[src/lcl_cfg.svh]
// Offsets, field positions and reset values of the logic cell.
// Assumes a 12-bit APB byte address; every register is one aligned word.
`ifndef LCL_CFG_SVH
`define LCL_CFG_SVH

// ----------------------------------------
// Register offsets
// ----------------------------------------
`define LCL_OFS_F_TABLE     12'h000
`define LCL_OFS_G_TABLE     12'h004
`define LCL_OFS_H_TABLE     12'h008
`define LCL_OFS_CTRL        12'h00c
`define LCL_OFS_GLOBAL      12'h010
`define LCL_OFS_STATUS      12'h014

// ----------------------------------------
// Reset values
// ----------------------------------------
`define LCL_RST_TABLE       16'h0000
`define LCL_RST_CTRL        32'h0000_0000

// ----------------------------------------
// Control register fields (lsb positions)
// ----------------------------------------
`define LCL_C_H_USE_F       0
`define LCL_C_H_USE_G       1
`define LCL_C_X_SEL_H       2
`define LCL_C_Y_SEL_H       3
`define LCL_C_A_DSEL        4
`define LCL_C_B_DSEL        6
`define LCL_C_A_SET         8
`define LCL_C_B_SET         9
`define LCL_C_A_SR_EN       10
`define LCL_C_B_SR_EN       11
`define LCL_C_A_LATCH       12
`define LCL_C_B_LATCH       13
`define LCL_C_A_BYP         14
`define LCL_C_B_BYP         15
`define LCL_C_A_BSRC        16
`define LCL_C_B_BSRC        18
`define LCL_C_EC_SRC        20
`define LCL_C_SR_SRC        22
`define LCL_C_DIN_SRC       24
`define LCL_C_H1_SRC        26
`define LCL_C_EC_USE        28
`define LCL_C_F_GCLK        29
`define LCL_C_G_GCLK        30

// ----------------------------------------
// Data select codes and global register bit
// ----------------------------------------
`define LCL_DSEL_F          2'h0
`define LCL_DSEL_G          2'h1
`define LCL_DSEL_H          2'h2
`define LCL_DSEL_DIN        2'h3
`define LCL_G_SOFT_GSR      0

`endif

[src/lcl_pkg.sv]
// Types shared by the logic cell modules.
// Assumes lcl_cfg.svh for all numeric constants.
package lcl_pkg;

    typedef logic [15:0] lcl_table_t;
    typedef logic [1:0]  lcl_sel_t;

    // ----------------------------------------
    // Whole state of the cell top
    // ----------------------------------------
    typedef struct packed {
        logic [3:0]  f_s1;
        logic [3:0]  f_s2;
        logic [3:0]  g_s1;
        logic [3:0]  g_s2;
        logic [3:0]  c_s1;
        logic [3:0]  c_s2;
        logic        k_s1;
        logic        k_s2;
        logic        k_d;
        logic        gsr_s1;
        logic        gsr_s2;
        lcl_table_t  f_tab;
        lcl_table_t  g_tab;
        logic [7:0]  h_tab;
        logic [31:0] ctrl;
        logic        soft_gsr;
        logic        qa;
        logic        qb;
        logic        x;
        logic        y;
        logic        qa_out;
        logic        qb_out;
        logic [31:0] prdata;
        logic        pready;
        logic        pslverr;
    } lcl_state_s;

endpackage
[src/lcl_cell.sv]
// Configurable logic cell emulated on one core clock, set up over APB.
// Assumes interconnect inputs are asynchronous to CORE_CLK; the global
// clock net arrives as a sampled input and its rising edge is detected.
//
// The register offsets and the APB register port were chosen for this implementation.
`timescale 1ns/100ps
`default_nettype none
`include "lcl_cfg.svh"

module lcl_cell import lcl_pkg::*; #(
    parameter bit LATCH_OK = 1'b1
) (
    input  wire logic        CORE_CLK,
    input  wire logic        RST,
    input  wire logic        PSEL,
    input  wire logic        PENABLE,
    input  wire logic        PWRITE,
    input  wire logic [11:0] PADDR,
    input  wire logic [31:0] PWDATA,
    output var  logic [31:0] PRDATA,
    output var  logic        PREADY,
    output var  logic        PSLVERR,
    // Interconnect inputs and outputs of the cell
    input  wire logic [3:0]  F_IN,
    input  wire logic [3:0]  G_IN,
    input  wire logic [3:0]  CONTROL_INPUTS,
    input  wire logic        GLOBAL_CLK,
    input  wire logic        GLOBAL_ASYNC_PRESET_CLEAR,
    output var  logic        X_OUT,
    output var  logic        Y_OUT,
    output var  logic        REG_OUT_A,
    output var  logic        REG_OUT_B
);

    lcl_state_s s_q;
    lcl_state_s s_d;

    logic [3:0] f_sel;
    logic [3:0] g_sel;
    logic [2:0] h_sel;
    logic       f_out;
    logic       g_out;
    logic       h_out;
    logic       clk_en;
    logic       sr_in;
    logic       din;
    logic       aux_input_one;
    logic       clk_edge;
    logic       global_async_preset_clear;
    logic       da;
    logic       db;
    logic       x_nxt;
    logic       y_nxt;
    logic       byp_a;
    logic       byp_b;

    // ----------------------------------------
    // Function generators
    // ----------------------------------------

    // Two four-input tables and the three-input combiner
    lcl_lut #(.N(4)) u_f_lut (
        .tab (s_q.f_tab),
        .sel (f_sel),
        .out (f_out)
    );
    lcl_lut #(.N(4)) u_g_lut (
        .tab (s_q.g_tab),
        .sel (g_sel),
        .out (g_out)
    );
    lcl_lut #(.N(3)) u_h_lut (
        .tab (s_q.h_tab),
        .sel (h_sel),
        .out (h_out)
    );

    // Element update: global or local set/reset beats clocking
    function automatic logic elem_next(
        input logic q,
        input logic d,
        input logic set_val,
        input logic sr_en,
        input logic sr_lcl,
        input logic gsr_in,
        input logic latch,
        input logic edge_in,
        input logic level,
        input logic en
    );
        logic nq;
        nq = q;
        if (gsr_in || (sr_en && sr_lcl)) begin
            nq = set_val;
        end else if (latch && LATCH_OK) begin
            if (level && en) begin
                nq = d;
            end
        end else if (edge_in && en) begin
            nq = d;
        end
        return nq;
    endfunction

    // Data source of a storage element
    function automatic logic dsel(
        input lcl_sel_t sel,
        input logic     f,
        input logic     g,
        input logic     h,
        input logic     dd
    );
        logic r;
        r = dd;
        case (sel)
            `LCL_DSEL_F: r = f;
            `LCL_DSEL_G: r = g;
            `LCL_DSEL_H: r = h;
            default:     r = dd;
        endcase
        return r;
    endfunction

    // ----------------------------------------
    // Cell datapath
    // ----------------------------------------

    // Control mapping, table inputs and element data
    always_comb begin
        clk_en        = s_q.c_s2[s_q.ctrl[`LCL_C_EC_SRC +: 2]]
                        | ~s_q.ctrl[`LCL_C_EC_USE];
        sr_in         = s_q.c_s2[s_q.ctrl[`LCL_C_SR_SRC +: 2]];
        din           = s_q.c_s2[s_q.ctrl[`LCL_C_DIN_SRC +: 2]];
        aux_input_one = s_q.c_s2[s_q.ctrl[`LCL_C_H1_SRC +: 2]];
        f_sel = s_q.f_s2;
        g_sel = s_q.g_s2;
        if (s_q.ctrl[`LCL_C_F_GCLK]) begin
            f_sel[3] = s_q.k_s2;
        end
        if (s_q.ctrl[`LCL_C_G_GCLK]) begin
            g_sel[3] = s_q.k_s2;
        end
        // Input zero shares the set/reset line, input two the direct line
        h_sel[0] = s_q.ctrl[`LCL_C_H_USE_G] ? g_out : sr_in;
        h_sel[1] = aux_input_one;
        h_sel[2] = s_q.ctrl[`LCL_C_H_USE_F] ? f_out : din;
        clk_edge = s_q.k_s2 & ~s_q.k_d;
        global_async_preset_clear      = s_q.gsr_s2 | s_q.soft_gsr;
        // Each element picks its own data: first table, second table, combiner or direct data
        da = dsel(s_q.ctrl[`LCL_C_A_DSEL +: 2], f_out, g_out, h_out, din);
        db = dsel(s_q.ctrl[`LCL_C_B_DSEL +: 2], f_out, g_out, h_out, din);
        x_nxt = s_q.ctrl[`LCL_C_X_SEL_H] ? h_out : f_out;
        y_nxt = s_q.ctrl[`LCL_C_Y_SEL_H] ? h_out : g_out;
        byp_a = s_q.c_s2[s_q.ctrl[`LCL_C_A_BSRC +: 2]];
        byp_b = s_q.c_s2[s_q.ctrl[`LCL_C_B_BSRC +: 2]];
    end

    // ----------------------------------------
    // Next state
    // ----------------------------------------

    // Synchronisers, storage elements, outputs and APB slave
    always_comb begin
        s_d = s_q;
        s_d.f_s1   = F_IN;
        s_d.f_s2   = s_q.f_s1;
        s_d.g_s1   = G_IN;
        s_d.g_s2   = s_q.g_s1;
        s_d.c_s1   = CONTROL_INPUTS;
        s_d.c_s2   = s_q.c_s1;
        s_d.k_s1   = GLOBAL_CLK;
        s_d.k_s2   = s_q.k_s1;
        s_d.k_d    = s_q.k_s2;
        s_d.gsr_s1 = GLOBAL_ASYNC_PRESET_CLEAR;
        s_d.gsr_s2 = s_q.gsr_s1;
        // Storage elements, independent of output selection
        s_d.qa = elem_next(s_q.qa, da, s_q.ctrl[`LCL_C_A_SET],
                           s_q.ctrl[`LCL_C_A_SR_EN], sr_in, global_async_preset_clear,
                           s_q.ctrl[`LCL_C_A_LATCH], clk_edge,
                           s_q.k_s2, clk_en);
        s_d.qb = elem_next(s_q.qb, db, s_q.ctrl[`LCL_C_B_SET],
                           s_q.ctrl[`LCL_C_B_SR_EN], sr_in, global_async_preset_clear,
                           s_q.ctrl[`LCL_C_B_LATCH], clk_edge,
                           s_q.k_s2, clk_en);
        // Four cell outputs
        s_d.x      = x_nxt;
        s_d.y      = y_nxt;
        s_d.qa_out = s_q.ctrl[`LCL_C_A_BYP] ? byp_a : s_q.qa;
        s_d.qb_out = s_q.ctrl[`LCL_C_B_BYP] ? byp_b : s_q.qb;
        // Setup phase: decode and arm the answer
        s_d.pready = 1'b0;
        if (PSEL && !PENABLE) begin
            s_d.pready  = 1'b1;
            s_d.pslverr = 1'b0;
            s_d.prdata  = 32'h0000_0000;
            case (PADDR)
                `LCL_OFS_F_TABLE: s_d.prdata = {16'h0000, s_q.f_tab};
                `LCL_OFS_G_TABLE: s_d.prdata = {16'h0000, s_q.g_tab};
                `LCL_OFS_H_TABLE: s_d.prdata = {24'h00_0000, s_q.h_tab};
                `LCL_OFS_CTRL:    s_d.prdata = s_q.ctrl;
                `LCL_OFS_GLOBAL:  s_d.prdata = {31'h0000_0000, s_q.soft_gsr};
                `LCL_OFS_STATUS:  s_d.prdata = {27'h000_0000, s_q.k_s2,
                                                s_q.y, s_q.x, s_q.qb, s_q.qa};
                default:          s_d.pslverr = 1'b1;
            endcase
        end
        // Access phase: a write lands on the answering edge
        if (PSEL && PENABLE && s_q.pready && PWRITE && !s_q.pslverr) begin
            case (PADDR)
                `LCL_OFS_F_TABLE: s_d.f_tab = PWDATA[15:0];
                `LCL_OFS_G_TABLE: s_d.g_tab = PWDATA[15:0];
                `LCL_OFS_H_TABLE: s_d.h_tab = PWDATA[7:0];
                `LCL_OFS_CTRL: begin
                    s_d.ctrl = PWDATA;
                    // New configuration puts each element in its init state
                    s_d.qa = PWDATA[`LCL_C_A_SET];
                    s_d.qb = PWDATA[`LCL_C_B_SET];
                end
                `LCL_OFS_GLOBAL:  s_d.soft_gsr = PWDATA[`LCL_G_SOFT_GSR];
                default:          s_d.soft_gsr = s_q.soft_gsr;
            endcase
        end
        if (!PSEL) begin
            s_d.pslverr = 1'b0;
        end
    end

    // State register
    always_ff @(posedge CORE_CLK) begin
        if (RST) begin
            s_q      <= '0;
            s_q.ctrl <= `LCL_RST_CTRL;
        end else begin
            s_q <= s_d;
        end
    end

    // ----------------------------------------
    // Outputs
    // ----------------------------------------

    // All outputs straight from the state register
    assign X_OUT     = s_q.x;
    assign Y_OUT     = s_q.y;
    assign REG_OUT_A = s_q.qa_out;
    assign REG_OUT_B = s_q.qb_out;
    assign PRDATA    = s_q.prdata;
    assign PREADY    = s_q.pready;
    assign PSLVERR   = s_q.pslverr;
endmodule

`default_nettype wire

[src/lcl_lut.sv]
// Look-up function generator: any Boolean function of N inputs.
// Assumes the table is held by the caller; purely combinational.
`timescale 1ns/100ps
`default_nettype none

module lcl_lut #(
    parameter int N = 4
) (
    input  wire logic [(1<<N)-1:0] tab,
    input  wire logic [N-1:0]      sel,
    output var  logic              out
);

    // Table bit picked by the input pattern
    always_comb begin
        out = tab[sel];
    end

endmodule

`default_nettype wire

[config.mk]
export PLATFORM = sky130hd
export DESIGN_NAME = lcl_cell
export DESIGN_NICKNAME = d
export VERILOG_FILES = /design/src/lcl_pkg.sv /design/src/lcl_cell.sv /design/src/lcl_lut.sv
export VERILOG_INCLUDE_DIRS = /design/src
export SDC_FILE = /design/constraint.sdc
export NUM_CORES = 1
export LEC_CHECK = 0
export BUFFER_PORTS_ARGS = -buffer_cell sky130_fd_sc_hd__buf_2
export CORE_ASPECT_RATIO = 1.4
export CORE_MARGIN = 5
export CORE_UTILIZATION = 42
export DETAILED_ROUTE_END_ITERATION = 12
export GPL_TIMING_DRIVEN = 0
export PLACE_DENSITY_LB_ADDON = 0.2
export SKIP_LAST_GASP = 1
export SLEW_MARGIN = 20
export SYNTH_ARGS = -nofsm -noshare
export SYNTH_HDL_FRONTEND = slang
export SYNTH_SLANG_ARGS = --single-unit
[constraint.sdc]
create_clock -name CORE_CLK -period 2.55 [get_ports CORE_CLK]
set_input_delay 0.1275 -clock CORE_CLK [delete_from_list [all_inputs] [get_ports CORE_CLK]]
set_output_delay 0.1275 -clock CORE_CLK [all_outputs]
set_load 0.02 [all_outputs]
Yosys cells after proc, flatten, opt, wreduce, memory -nomap -nowiden:

Cells that the tools add are included.

* output and inout port bits: 38
* register bits after elaboration: 142
* logic and storage cells: 113

* bitwise operators: 6
* reduce and logical (&&, ||, !) cells: 23
* eq/ne operators: 9
* order comparisons: 9
* muxes and demuxes: 41

Operators by type and width (number)
* $pmux W32 S6: 1
* $mux W1: 26
* $eq A12 B4 Y1 const B: 2
* $eq A12 B5 Y1 const B: 2
* $lt A2 B3 Y1 const B: 6
* $bmux W1 S2: 6
* $eq A12 B3 Y1 const B: 1
* $logic_not A12 Y1: 1
* $lt A4 B5 Y1 const B: 2
* $reduce_and A2 Y1: 5
* $logic_and A1 B1 Y1: 9
* $bmux W1 S4: 2
* $mux W2: 3
* $pmux W1 S3: 2
* $reduce_or A6 Y1: 1
* $eq A2 B1 Y1 const B: 2
* $eq A2 B2 Y1 const B: 2
* $logic_not A2 Y1: 2
* $lt A3 B4 Y1 const B: 1
* $bmux W1 S3: 1
* $not A1 Y1: 3
* $logic_not A1 Y1: 2
* $logic_or A1 B1 Y1: 2
* $or A1 B1 Y1: 2
* 2 further kinds: 2

Logic depth before layout (Yosys ltp):

Gate-level depths: netlist of run 1.

* depth in word-level cells: 12
* mapped depth: 9

Cells and area by module:

From an unflattened synthesis of run 1, not the netlist that was laid out.

* cells, all modules: 657
* area, all modules: 6189.7 um^2

Modules (own cells, without submodules)
* lcl_cell: cells each 640, times used 1, area an instance 5855.6 um^2
* lcl_lut at u_f_lut ...: cells each 7, times used 2, area an instance 135.1 um^2
* lcl_lut at u_h_lut: cells each 3, times used 1, area an instance 63.8 um^2

Worst setup path before layout of run 1:

OpenSTA, ideal clock, no wires.

* path type: register -> register
* start point: register s_q, in the netlist f_sel[1]
* end point: register s_q[38] in the netlist's numbering
* arrival time: 2.324 ns
* slack: 0.140 ns
* data required time: 2.464 ns
* stages on the path, launching flop included: 8
* path through: dfxtp_1 > mux4_1 > mux2i_1 > mux2i_1 > mux2_4 > mux2_4 > a221o_1 > a221oi_2

* word-level cells in the longest chain between the ends: 11
* elaborated cells between the ends (all ways): 12
* those cells by class: mux: 12

Ends and longest elaborated chain
* start: declaration: RTL line lcl_cell.sv:35 `lcl_state_s s_q;`
* $bmux W1 S4 *: RTL line lcl_lut.sv:16 `out = tab[sel];`
* $mux W1 (not written as such) *: RTL line lcl_lut.sv:16
* $mux W1: RTL line lcl_cell.sv:146 `` h_sel[2] = s_q.ctrl[`LCL_C_H_USE_F] ? f_out : din; ``
* $bmux W1 S3: RTL line lcl_lut.sv:16
* $mux W1 (not written as such): RTL line lcl_lut.sv:16
* $pmux W1 S3 *: RTL line lcl_cell.sv:115 `case (sel)`
* $mux W1 (on tied branches): RTL line lcl_cell.sv:99, lcl_cell.sv:96
* $mux W1 *: RTL line lcl_cell.sv:95 `end else if (latch && LATCH_OK) begin`
* $mux W1 *: RTL line lcl_cell.sv:93 `if (gsr_in || (sr_en && sr_lcl)) begin`
* $mux W2: RTL line lcl_cell.sv:209 `case (PADDR)`
* $mux W2 *: RTL line lcl_cell.sv:208 `if (PSEL && PENABLE && s_q.pready && PWRITE && !s_q.pslverr) begin`

Every way passes the cells marked *; elsewhere a longest branch is shown, timed or not. The select of a mux whose other input is x is not followed.
A chain may end at the register's enable or synchronous reset.

Worst setup path in the final report of run 1:

* start point: register s_q, in the netlist g_sel[0]
* end point: register s_q[38] in the netlist's numbering

* word-level cells in the longest chain between the ends: 11
* elaborated cells between the ends (all ways): 12
* those cells by class: mux: 12

Ends and longest elaborated chain
* $bmux W1 S4 *: RTL line lcl_lut.sv:16
* $mux W1 (not written as such) *: RTL line lcl_lut.sv:16
* $mux W1: RTL line lcl_cell.sv:144 `` h_sel[0] = s_q.ctrl[`LCL_C_H_USE_G] ? g_out : sr_in; ``
* $bmux W1 S3: RTL line lcl_lut.sv:16
* $mux W1 (not written as such): RTL line lcl_lut.sv:16
* $pmux W1 S3 *: RTL line lcl_cell.sv:115
* $mux W1 (on tied branches): RTL line lcl_cell.sv:99, lcl_cell.sv:96
* $mux W1 *: RTL line lcl_cell.sv:95
* $mux W1 *: RTL line lcl_cell.sv:93
* $mux W2: RTL line lcl_cell.sv:209
* $mux W2 *: RTL line lcl_cell.sv:208

Marks and branches as above.

==> impl_metrics.env, run 1 <==
export IMPL_critPathMaxFanout=5
export IMPL_leakagePower_nw=3.04
export IMPL_cts_htree_levels=4
export IMPL_dr_pass1_iters=9
export IMPL_drv_cap=0
export IMPL_synth_warnings=0
export IMPL_final_cell_mix="nand2_1, dfxtp_1, a21oi_1"
export IMPL_place_gp_congestion=0.934
export IMPL_synth_seq_cells=142
export IMPL_rsz0062_at_grt="true"
export IMPL_ios=101
export IMPL_groute_usage_overall_pct=22.6
export IMPL_clock_latency_ns=0.41
export IMPL_outcome="completed"
export IMPL_antenna_found_initial=0
export IMPL_drive_above_1_share_pct=23.8
export IMPL_wire_per_inst_um=18.2
export IMPL_mostFrequentLayoutCell="nand2_1"
export IMPL_async_reset_ff_share_pct=0
export IMPL_clockBufferDepth=2
export IMPL_setup_violations=0
export IMPL_fin_ws_ns=0.0389
export IMPL_grt_max_degree=17
export IMPL_vias=5566
export IMPL_synth_net_count=750
export IMPL_clk_pin_slew_ns=0.06
export IMPL_ys_flop_type="dfxtp_1"
export IMPL_crit_required_ns=2.87
export IMPL_powerDensity_nw_per_um2=658
export IMPL_whs_ns=0.0136
export IMPL_place_port_buffers=99
export IMPL_numClockSinks=142
export IMPL_hpwlAfterDp_mm=14.4
export IMPL_grt_pass1_vias=5691
export IMPL_numCtsBuffers=17
export IMPL_startpoint_type="register"
export IMPL_period_share_pct=98.5
export IMPL_via_per_inst=5.30
export IMPL_start_util_pct=42.3
export IMPL_slew_violations=0
export IMPL_fin_crit_ns=2.51
export IMPL_die_x_um=112
export IMPL_tightestPinTransition_ns=0.681
export IMPL_synth_edf_count=0
export IMPL_crit_type="reg2reg"
export IMPL_yosysSeqAreaShare_pct=46.9
export IMPL_dr_first_iter_drc_count=407
export IMPL_die_area_um2=17000
export IMPL_grt_pass1_wl_mm=30.2
export IMPL_slew_headroom_pct=54.6
export IMPL_cp_arrival_ns=2.83
export IMPL_synth_avg_cell_area_um2=8.82
export IMPL_dp_slack_ns=-0.419
export IMPL_dieHeight_um=152
export IMPL_synth_distinct_cells=40
export IMPL_n_antenna_cell=0
export IMPL_finalHoldViolations=0
export IMPL_hold_path_class="in2reg"
export IMPL_syn_inst=687
export IMPL_totalWireLength_mm=19.1
export IMPL_grt_ovfl_total=0
export IMPL_area_delta_synth_final_pct=30.3
export IMPL_core_area_um2=14300
export IMPL_cts_root_buf="clkbuf_16"
export IMPL_fmax_mhz=398
export IMPL_antenna_left=0
export IMPL_finalNetCount=912
export IMPL_tritoncts="done"
export IMPL_drc=0
export IMPL_syn_area_um2=6060
export IMPL_fin_skew_ns=0.00626
export IMPL_crit_path_end_kind="register"
export IMPL_ir_drop_mv=0.458
export IMPL_rows=52
cell type report:
| type | instances | area [um^2] |
|---|---|---|
| repair buffers | 143 | 933 |
| fillers | 1343 | 6420 |
| clock buffers | 17 | 425 |
| well taps | 189 | 236 |
| multi-input cells | 462 | 2800 |
| inverters | 7 | 26.3 |
| clock inverters | 15 | 208 |
| plain buffers | 76 | 412 |
| flip-flops and latches | 142 | 2850 |
registers in the layout (all words and copies together) (netlist names):
name       flops
s_q           83
PRDATA        32
s_d           15
f_sel          3
g_sel          3
PREADY         1
PSLVERR        1
REG_OUT_A      1
REG_OUT_B      1
X_OUT          1
Y_OUT          1
path summary, 6_finish.rpt:
path | cells past startpoint | slack, ns | start | end
max | 7 | 0.04 | g_sel[0] | s_q[38]
min | 3 | 0.01 | PWDATA[8] | s_q[89]
max reg2reg | 7 | 0.04 | g_sel[0] | s_q[38]
min reg2reg | 1 | 0.44 | s_d[126] | g_sel[0]
synthesized netlist by cell type, types with 3 or more instances:
| cell | instances | area [um^2] |
|---|---|---|
| mux2_1 | 6 | 67.6 |
| mux4_1 | 3 | 78.8 |
| nor2_1 | 47 | 176 |
| buf_4 | 32 | 240 |
| a211oi_1 | 5 | 37.5 |
| inv_1 | 7 | 26.3 |
| clkbuf_1 | 42 | 158 |
| nor2b_1 | 31 | 194 |
| dfxtp_1 | 142 | 2840 |
| a222oi_1 | 11 | 110 |
| mux2_4 | 3 | 45.0 |
| a22oi_1 | 8 | 60.1 |
| nand2_1 | 152 | 571 |
| nand3_1 | 17 | 85.1 |
| a21oi_1 | 102 | 510 |
| mux2i_1 | 24 | 240 |
| and2_1 | 6 | 37.5 |
| mux4_2 | 11 | 248 |
| mux2_2 | 6 | 67.6 |
| nor3_1 | 3 | 15.0 |
kinds of logic after synthesis:
logic type,synth area share (%)
AND/OR/NAND/NOR,19.5
multiplexers,12.3
buffers and inverters,7.17
flip-flops,46.9
AO/OA/AOI/OAI,14.1
layer usage:
layer	track usage [%]	routed length, um	up-vias
met5	0	0	-
met4	12.5	975	0
met3	4.22	1020	55
met2	39.4	9710	214
met1	25.8	7400	2637
li1	-	-	2660
timing repair:
item                                    in CTS  in global routing
gates resized for setup                      7                 12
buffers inserted                             1                  0
hold buffers                                43                  0
pin swaps                                    1                  1
hold endpoints to repair                    63                  0
endpoints found under the setup margin       4                 46
report_power, final:
group          total [mW]  internal, mW  switching, mW
sequential           2.27          2.24         0.0208
clock                2.66          1.65           1.01
combinational       0.267         0.127          0.141
total                5.20          4.03           1.17
stage by stage:
stage / total power, mW / cell area, um^2 / cells / util [%] / setup TNS, ns
detailed placement: 2.53 / 6790 / 975 / 47.4 / -18.37
global route: 5.36 / 7890 / 1051 / 55.1 / -0.119
CTS: 5.22 / 7880 / 1051 / 55.0 / 0
finish: 5.20 / 7890 / 1051 / 55.1 / 0
floorplan: 2.41 / 6060 / 687 / - / 0
global placement: 2.52 / 6790 / 975 / 47.4 / -17.37
worst max-delay path, cell delays in order, from the launching register on:
cell      delay [ns]
dfxtp_2         0.39
mux4_2          0.52
mux2i_2         0.23
mux2i_2         0.18
mux2_2          0.34
and2_1          0.16
a221o_1         0.36
a221oi_2        0.24
(Power assumes the default switching activity.)
==> run 2, diff against run 1 <==
- SETUP_SLACK_MARGIN: not set -> 0.3
==> run 2 against run 1 <==
Sequential power hardly changed. Clock power is 4% lower. Fmax is 0.16% lower. Total power is 2.2% lower. Highest routed layer unchanged. First-iteration DRC count is 6.1% higher. Routed wire length is 1.6% lower. Largest power group unchanged. Flip-flop and latch count stayed put. Combinational power hardly changed. Critical path type unchanged. Register-to-register slack hardly changed. Cell area is 0.70% higher. Utilization is 0.38 points higher. Critical endpoint is now s_q[39].
==> impl_metrics.env, run 2 (synthesis results as in run 1) <==
export IMPL_outcome="completed"
export IMPL_rsz0062_at_grt="true"
export IMPL_tns_ns=0
export IMPL_rows=52
export IMPL_grt_max_degree=17
export IMPL_dr_first_iter_drc_count=432
export IMPL_hpwlAfterDp_mm=14.2
export IMPL_critPathMaxFanout=4
export IMPL_finalHoldViolations=0
export IMPL_leakagePower_nw=3.08
export IMPL_placed_cells=975
export IMPL_tightestPinTransition_ns=0.628
export IMPL_cts_htree_levels=4
export IMPL_top_register="s_q"
export IMPL_setup_violations=0
export IMPL_crit_type="reg2reg"
export IMPL_place_port_buffers=99
export IMPL_numClockSinks=142
export IMPL_clock_latency_ns=0.42
export IMPL_slew_violations=0
export IMPL_grt_ovfl_total=0
export IMPL_cts_root_buf="clkbuf_16"
export IMPL_power_mw=5.08
export IMPL_grt_pass1_vias=5354
export IMPL_final_cell_mix="nand2_1, dfxtp_1, a21oi_1"
export IMPL_start_util_pct=42.3
export IMPL_rr_worst_depth=7
export IMPL_clockBufferDepth=2
export IMPL_hold_path_class="in2reg"
export IMPL_drive_above_1_share_pct=24.7
export IMPL_place_gp_congestion=0.926
export IMPL_antenna_found_initial=0
export IMPL_die_area_um2=17000
export IMPL_vias=5505
export IMPL_via_per_inst=5.21
export IMPL_dr_pass1_iters=5
export IMPL_wire_per_inst_um=17.8
export IMPL_startpoint_type="register"
export IMPL_period_share_pct=98.6
export IMPL_largest_reg_flops=83
export IMPL_ios=101
export IMPL_slew_headroom_pct=58.1
export IMPL_drc=0
export IMPL_final_cells=1057
export IMPL_n_antenna_cell=0
export IMPL_crit_required_ns=2.88
export IMPL_mostFrequentLayoutCell="nand2_1"
export IMPL_tritoncts="done"
export IMPL_grt_pass1_wl_mm=29.1
export IMPL_die_x_um=112
export IMPL_core_area_um2=14300
export IMPL_whs_ns=0.0220
export IMPL_crit_path_end_kind="register"
export IMPL_drv_cap=0
export IMPL_numCtsBuffers=17
export IMPL_hold_depth=3
export IMPL_antenna_left=0
export IMPL_fin_crit_ns=2.52
export IMPL_powerDensity_nw_per_um2=639
export IMPL_fin_skew_ns=0.00650
export IMPL_totalWireLength_mm=18.8
export IMPL_dieHeight_um=152
export IMPL_clk_pin_slew_ns=0.06
export IMPL_area_delta_synth_final_pct=31.2
export IMPL_ir_drop_mv=0.394
export IMPL_finalNetCount=919
export IMPL_fmax_mhz=398
export IMPL_fillerInstances=1335
export IMPL_groute_usage_overall_pct=22.2
export IMPL_cp_arrival_ns=2.85
==> run 2: cell types whose count changed in the layout (fill, tap and decap cells not counted), sizes merged <==
| cell | delta |
|---|---|
| clkbuf | +3 |
| inv | -2 |
| dlygate4sd3 | +3 |
| clkinv | -1 |
| bufinv | -2 |
| buf | +4 |
| clkinvlp | +1 |
==> run 2: layout make-up <==
cell class                 instances  area [um^2]  area share, %
tap                              189          236           2.97
clock buffer                      20          478           6.01
multi-input combinational        462         2820           35.5
clock inverter                    11          129           1.62
inverter                           7         26.3          0.331
buffer                            76          418           5.26
sequential                       142         2850           35.8
timing repair buffer             150          993           12.5
==> run 2: worst paths after layout <==
check | slack, ns | start | end
max | 0.03 | f_sel[1] | s_q[39]
max reg2reg | 0.03 | f_sel[1] | s_q[39]
min reg2reg | 0.43 | s_d[135] | f_sel[1]
min | 0.02 | PWDATA[0] | s_q[41]
==> run 2: power breakdown <==
group | internal, mW | switching, mW
clock | 1.55 | 0.992
sequential | 2.25 | 0.0214
combinational | 0.131 | 0.138
==> run 2: routing by layer <==
| layer | GRT usage (%) | share of wire [%] | vias to the layer above |
|---|---|---|---|
| met2 | 39.4 | 52 | 205 |
| met5 | 0 | 0 | - |
| met1 | 25.8 | 38 | 2579 |
| li1 | - | - | 2679 |
| met4 | 9.10 | 3.5 | 0 |
| met3 | 4.66 | 5.7 | 42 |
==> run 2: metrics by stage <==
stage | instance area [um^2] | setup slack, ns | utilization [%]
after global routing | 7950 | -0.0381 | 55.5
after global placement | 6780 | -0.425 | 47.4
after floorplan | 6050 | 0.274 | -
after CTS | 7910 | 0.0505 | 55.3
final | 7950 | 0.0349 | 55.5
after detailed placement | 6780 | -0.367 | 47.4
==> run 2: worst max-delay path, cell delays in order, from the launching register on <==
cell and delay (ns):
dfxtp_4 0.39, mux4_2 0.53, mux2i_2 0.20, mux2i_2 0.13, mux2_4 0.30, mux2_4 0.31, a221o_1 0.34, a221oi_2 0.22
==> run 2: what timing repair did <==
item	CTS	global route
gates resized for setup	12	10
buffers inserted	2	3
hold buffers	46	0
gates cloned	0	0
setup endpoints to repair	49	68
pin swaps	0	1
endpoints found under the hold margin	70	0
==> run 3, diff against run 2 <==
- BUFFER_PORTS_ARGS: -buffer_cell sky130_fd_sc_hd__buf_2 -> -buffer_cell sky130_fd_sc_hd__buf_4
==> run 3 against run 2 <==
The run now ends with design-rule violations left. Clock skew rose by 0.0033 ns. Sequential share of layout area fell by 1.2 points. Register-to-register slack improved by 0.03 ns. Global-route usage fell by 0.34 points. Critical path type unchanged. Largest power group unchanged.
==> impl_metrics.env, run 3 (synthesis results as in run 1) <==
export IMPL_rows=52
export IMPL_start_util_pct=42.3
export IMPL_tritoncts="done"
export IMPL_slowest_stage="mux4_2"
export IMPL_clock_latency_ns=0.42
export IMPL_core_area_um2=14300
export IMPL_setup_violations=0
export IMPL_grt_pass1_wl_mm=28.7
export IMPL_rrSetupSlack_ns=0.06
export IMPL_powerDensity_nw_per_um2=628
export IMPL_largest_reg_flops=83
export IMPL_met1_length_mm=7.16
export IMPL_wire_per_inst_um=17.5
export IMPL_tns_ns=0
export IMPL_period_share_pct=97.6
export IMPL_top_register="s_q"
export IMPL_via_per_inst=5.23
export IMPL_crit_type="reg2reg"
export IMPL_cts_htree_levels=4
export IMPL_slew_headroom_pct=55.0
export IMPL_final_cell_area_um2=8220
export IMPL_fmax_mhz=402
export IMPL_slew_violations=0
export IMPL_finalNetCount=922
export IMPL_startpoint_type="register"
export IMPL_top_layer_used="met4"
export IMPL_dr_first_iter_drc_count=435
export IMPL_grt_ovfl_total=0
export IMPL_violations="design-rule violations"
export IMPL_clockBufferDepth=2
export IMPL_tightestPinTransition_ns=0.675
export IMPL_finalHoldViolations=0
export IMPL_fin_skew_ns=0.00975
export IMPL_totalWireLength_mm=18.6
export IMPL_cp_common_cell="mux2_4"
export IMPL_die_x_um=112
export IMPL_cp_slowest_stage_delay_ns=0.53
export IMPL_ios=101
export IMPL_vias=5548
export IMPL_area_delta_synth_final_pct=35.7
export IMPL_power_mw=5.16
export IMPL_crit_chain="mux4_2 -> mux2i_1 -> mux2i_2 -> mux2_4 -> mux2_4 -> a221o_1 -> a221oi_2"
export IMPL_antenna_found_initial=0
export IMPL_grt_pass1_vias=5378
export IMPL_leakagePower_nw=3.16
export IMPL_critPathMaxFanout=4
export IMPL_met3WireLength_um=999
export IMPL_place_port_buffers=99
export IMPL_die_area_um2=17000
export IMPL_groute_usage_overall_pct=21.8
export IMPL_n_antenna_cell=0
export IMPL_hpwlAfterDp_mm=14.1
export IMPL_hold_path_class="in2reg"
export IMPL_crit_required_ns=2.87
export IMPL_drc=2
export IMPL_dr_pass1_iters=9
export IMPL_final_cell_mix="nand2_1, dfxtp_1, buf_4"
export IMPL_ir_drop_mv=0.423
export IMPL_grt_max_degree=17
export IMPL_fin_crit_ns=2.49
export IMPL_numCtsBuffers=17
export IMPL_antenna_left=0
export IMPL_path_delay_family="multiplexers"
export IMPL_dieHeight_um=152
export IMPL_numClockSinks=142
export IMPL_whs_ns=0.0168
export IMPL_outcome="finished with violations"
export IMPL_place_gp_congestion=0.935
export IMPL_drv_cap=0
export IMPL_crit_path_end_kind="register"
export IMPL_cp_arrival_ns=2.81
export IMPL_cp_num_buf_inv=0
export IMPL_wl_met2_mm=9.68
export IMPL_drive_above_1_share_pct=24.9
export IMPL_placed_cell_area_um2=7030
export IMPL_cts_root_buf="clkbuf_16"
export IMPL_mostFrequentLayoutCell="nand2_1"
export IMPL_rsz0062_at_grt="true"
export IMPL_clk_pin_slew_ns=0.06
run 3: cell count changes in the layout (fill, tap and decap cells not counted), sizes merged:
| cell | delta |
|---|---|
| inv | +3 |
| clkbuf | -2 |
| buf | +3 |
| bufinv | +1 |
| clkinvlp | -2 |
| clkinv | +1 |
run 3: worst paths after layout:
kind	start	depth (start not counted)	endpoint
worst min-delay path	PWDATA[0]	3	s_q[41]
worst max register to register	f_sel[1]	7	s_q[38]
worst max-delay path	f_sel[1]	7	s_q[38]
worst min register to register	s_d[126]	1	g_sel[0]
run 3: through the flow:
step / setup slack, ns / utilization (%) / instances
detailed placement: -0.478 / 49.1 / 975
global route: 0.00768 / 57.4 / 1061
CTS: 0.0522 / 57.2 / 1059
finish: 0.0616 / 57.4 / 1061
floorplan: 0.274 / - / 687
global placement: -0.424 / 49.1 / 975
run 3: area by class of cell:
| class | count | area, um^2 |
|---|---|---|
| buffer | 76 | 419 |
| clock buffer | 18 | 439 |
| clock inverter | 14 | 179 |
| fill | 1345 | 6090 |
| inverter | 7 | 26.3 |
| multi-input combinational | 462 | 2810 |
| sequential | 142 | 2850 |
| tap | 189 | 236 |
| timing repair buffer | 153 | 1260 |
run 3: power breakdown:
part,switching [mW],total (mW),leakage (nW),internal (mW)
clock network,1.01,2.59,0.308,1.59
logic,0.143,0.301,1.70,0.158
registers,0.0210,2.27,1.15,2.24
run 3: what timing repair did:
action	in CTS	in global routing
buffers inserted	7	1
endpoints found under the hold margin	72	1
setup endpoints to repair	82	36
hold buffers	45	1
pin swaps	2	0
gates resized for setup	9	14
run 3: routing by layer:
metal	track usage, %	up-vias
met5	0	-
met2	39.0	199
met3	3.58	43
met4	10.4	0
li1	-	2677
met1	25.2	2629
run 3: worst min-delay path, cell delays in order:
cell	delay, ns
buf_4	0.14
nand2_1	0.06
a21oi_1	0.05
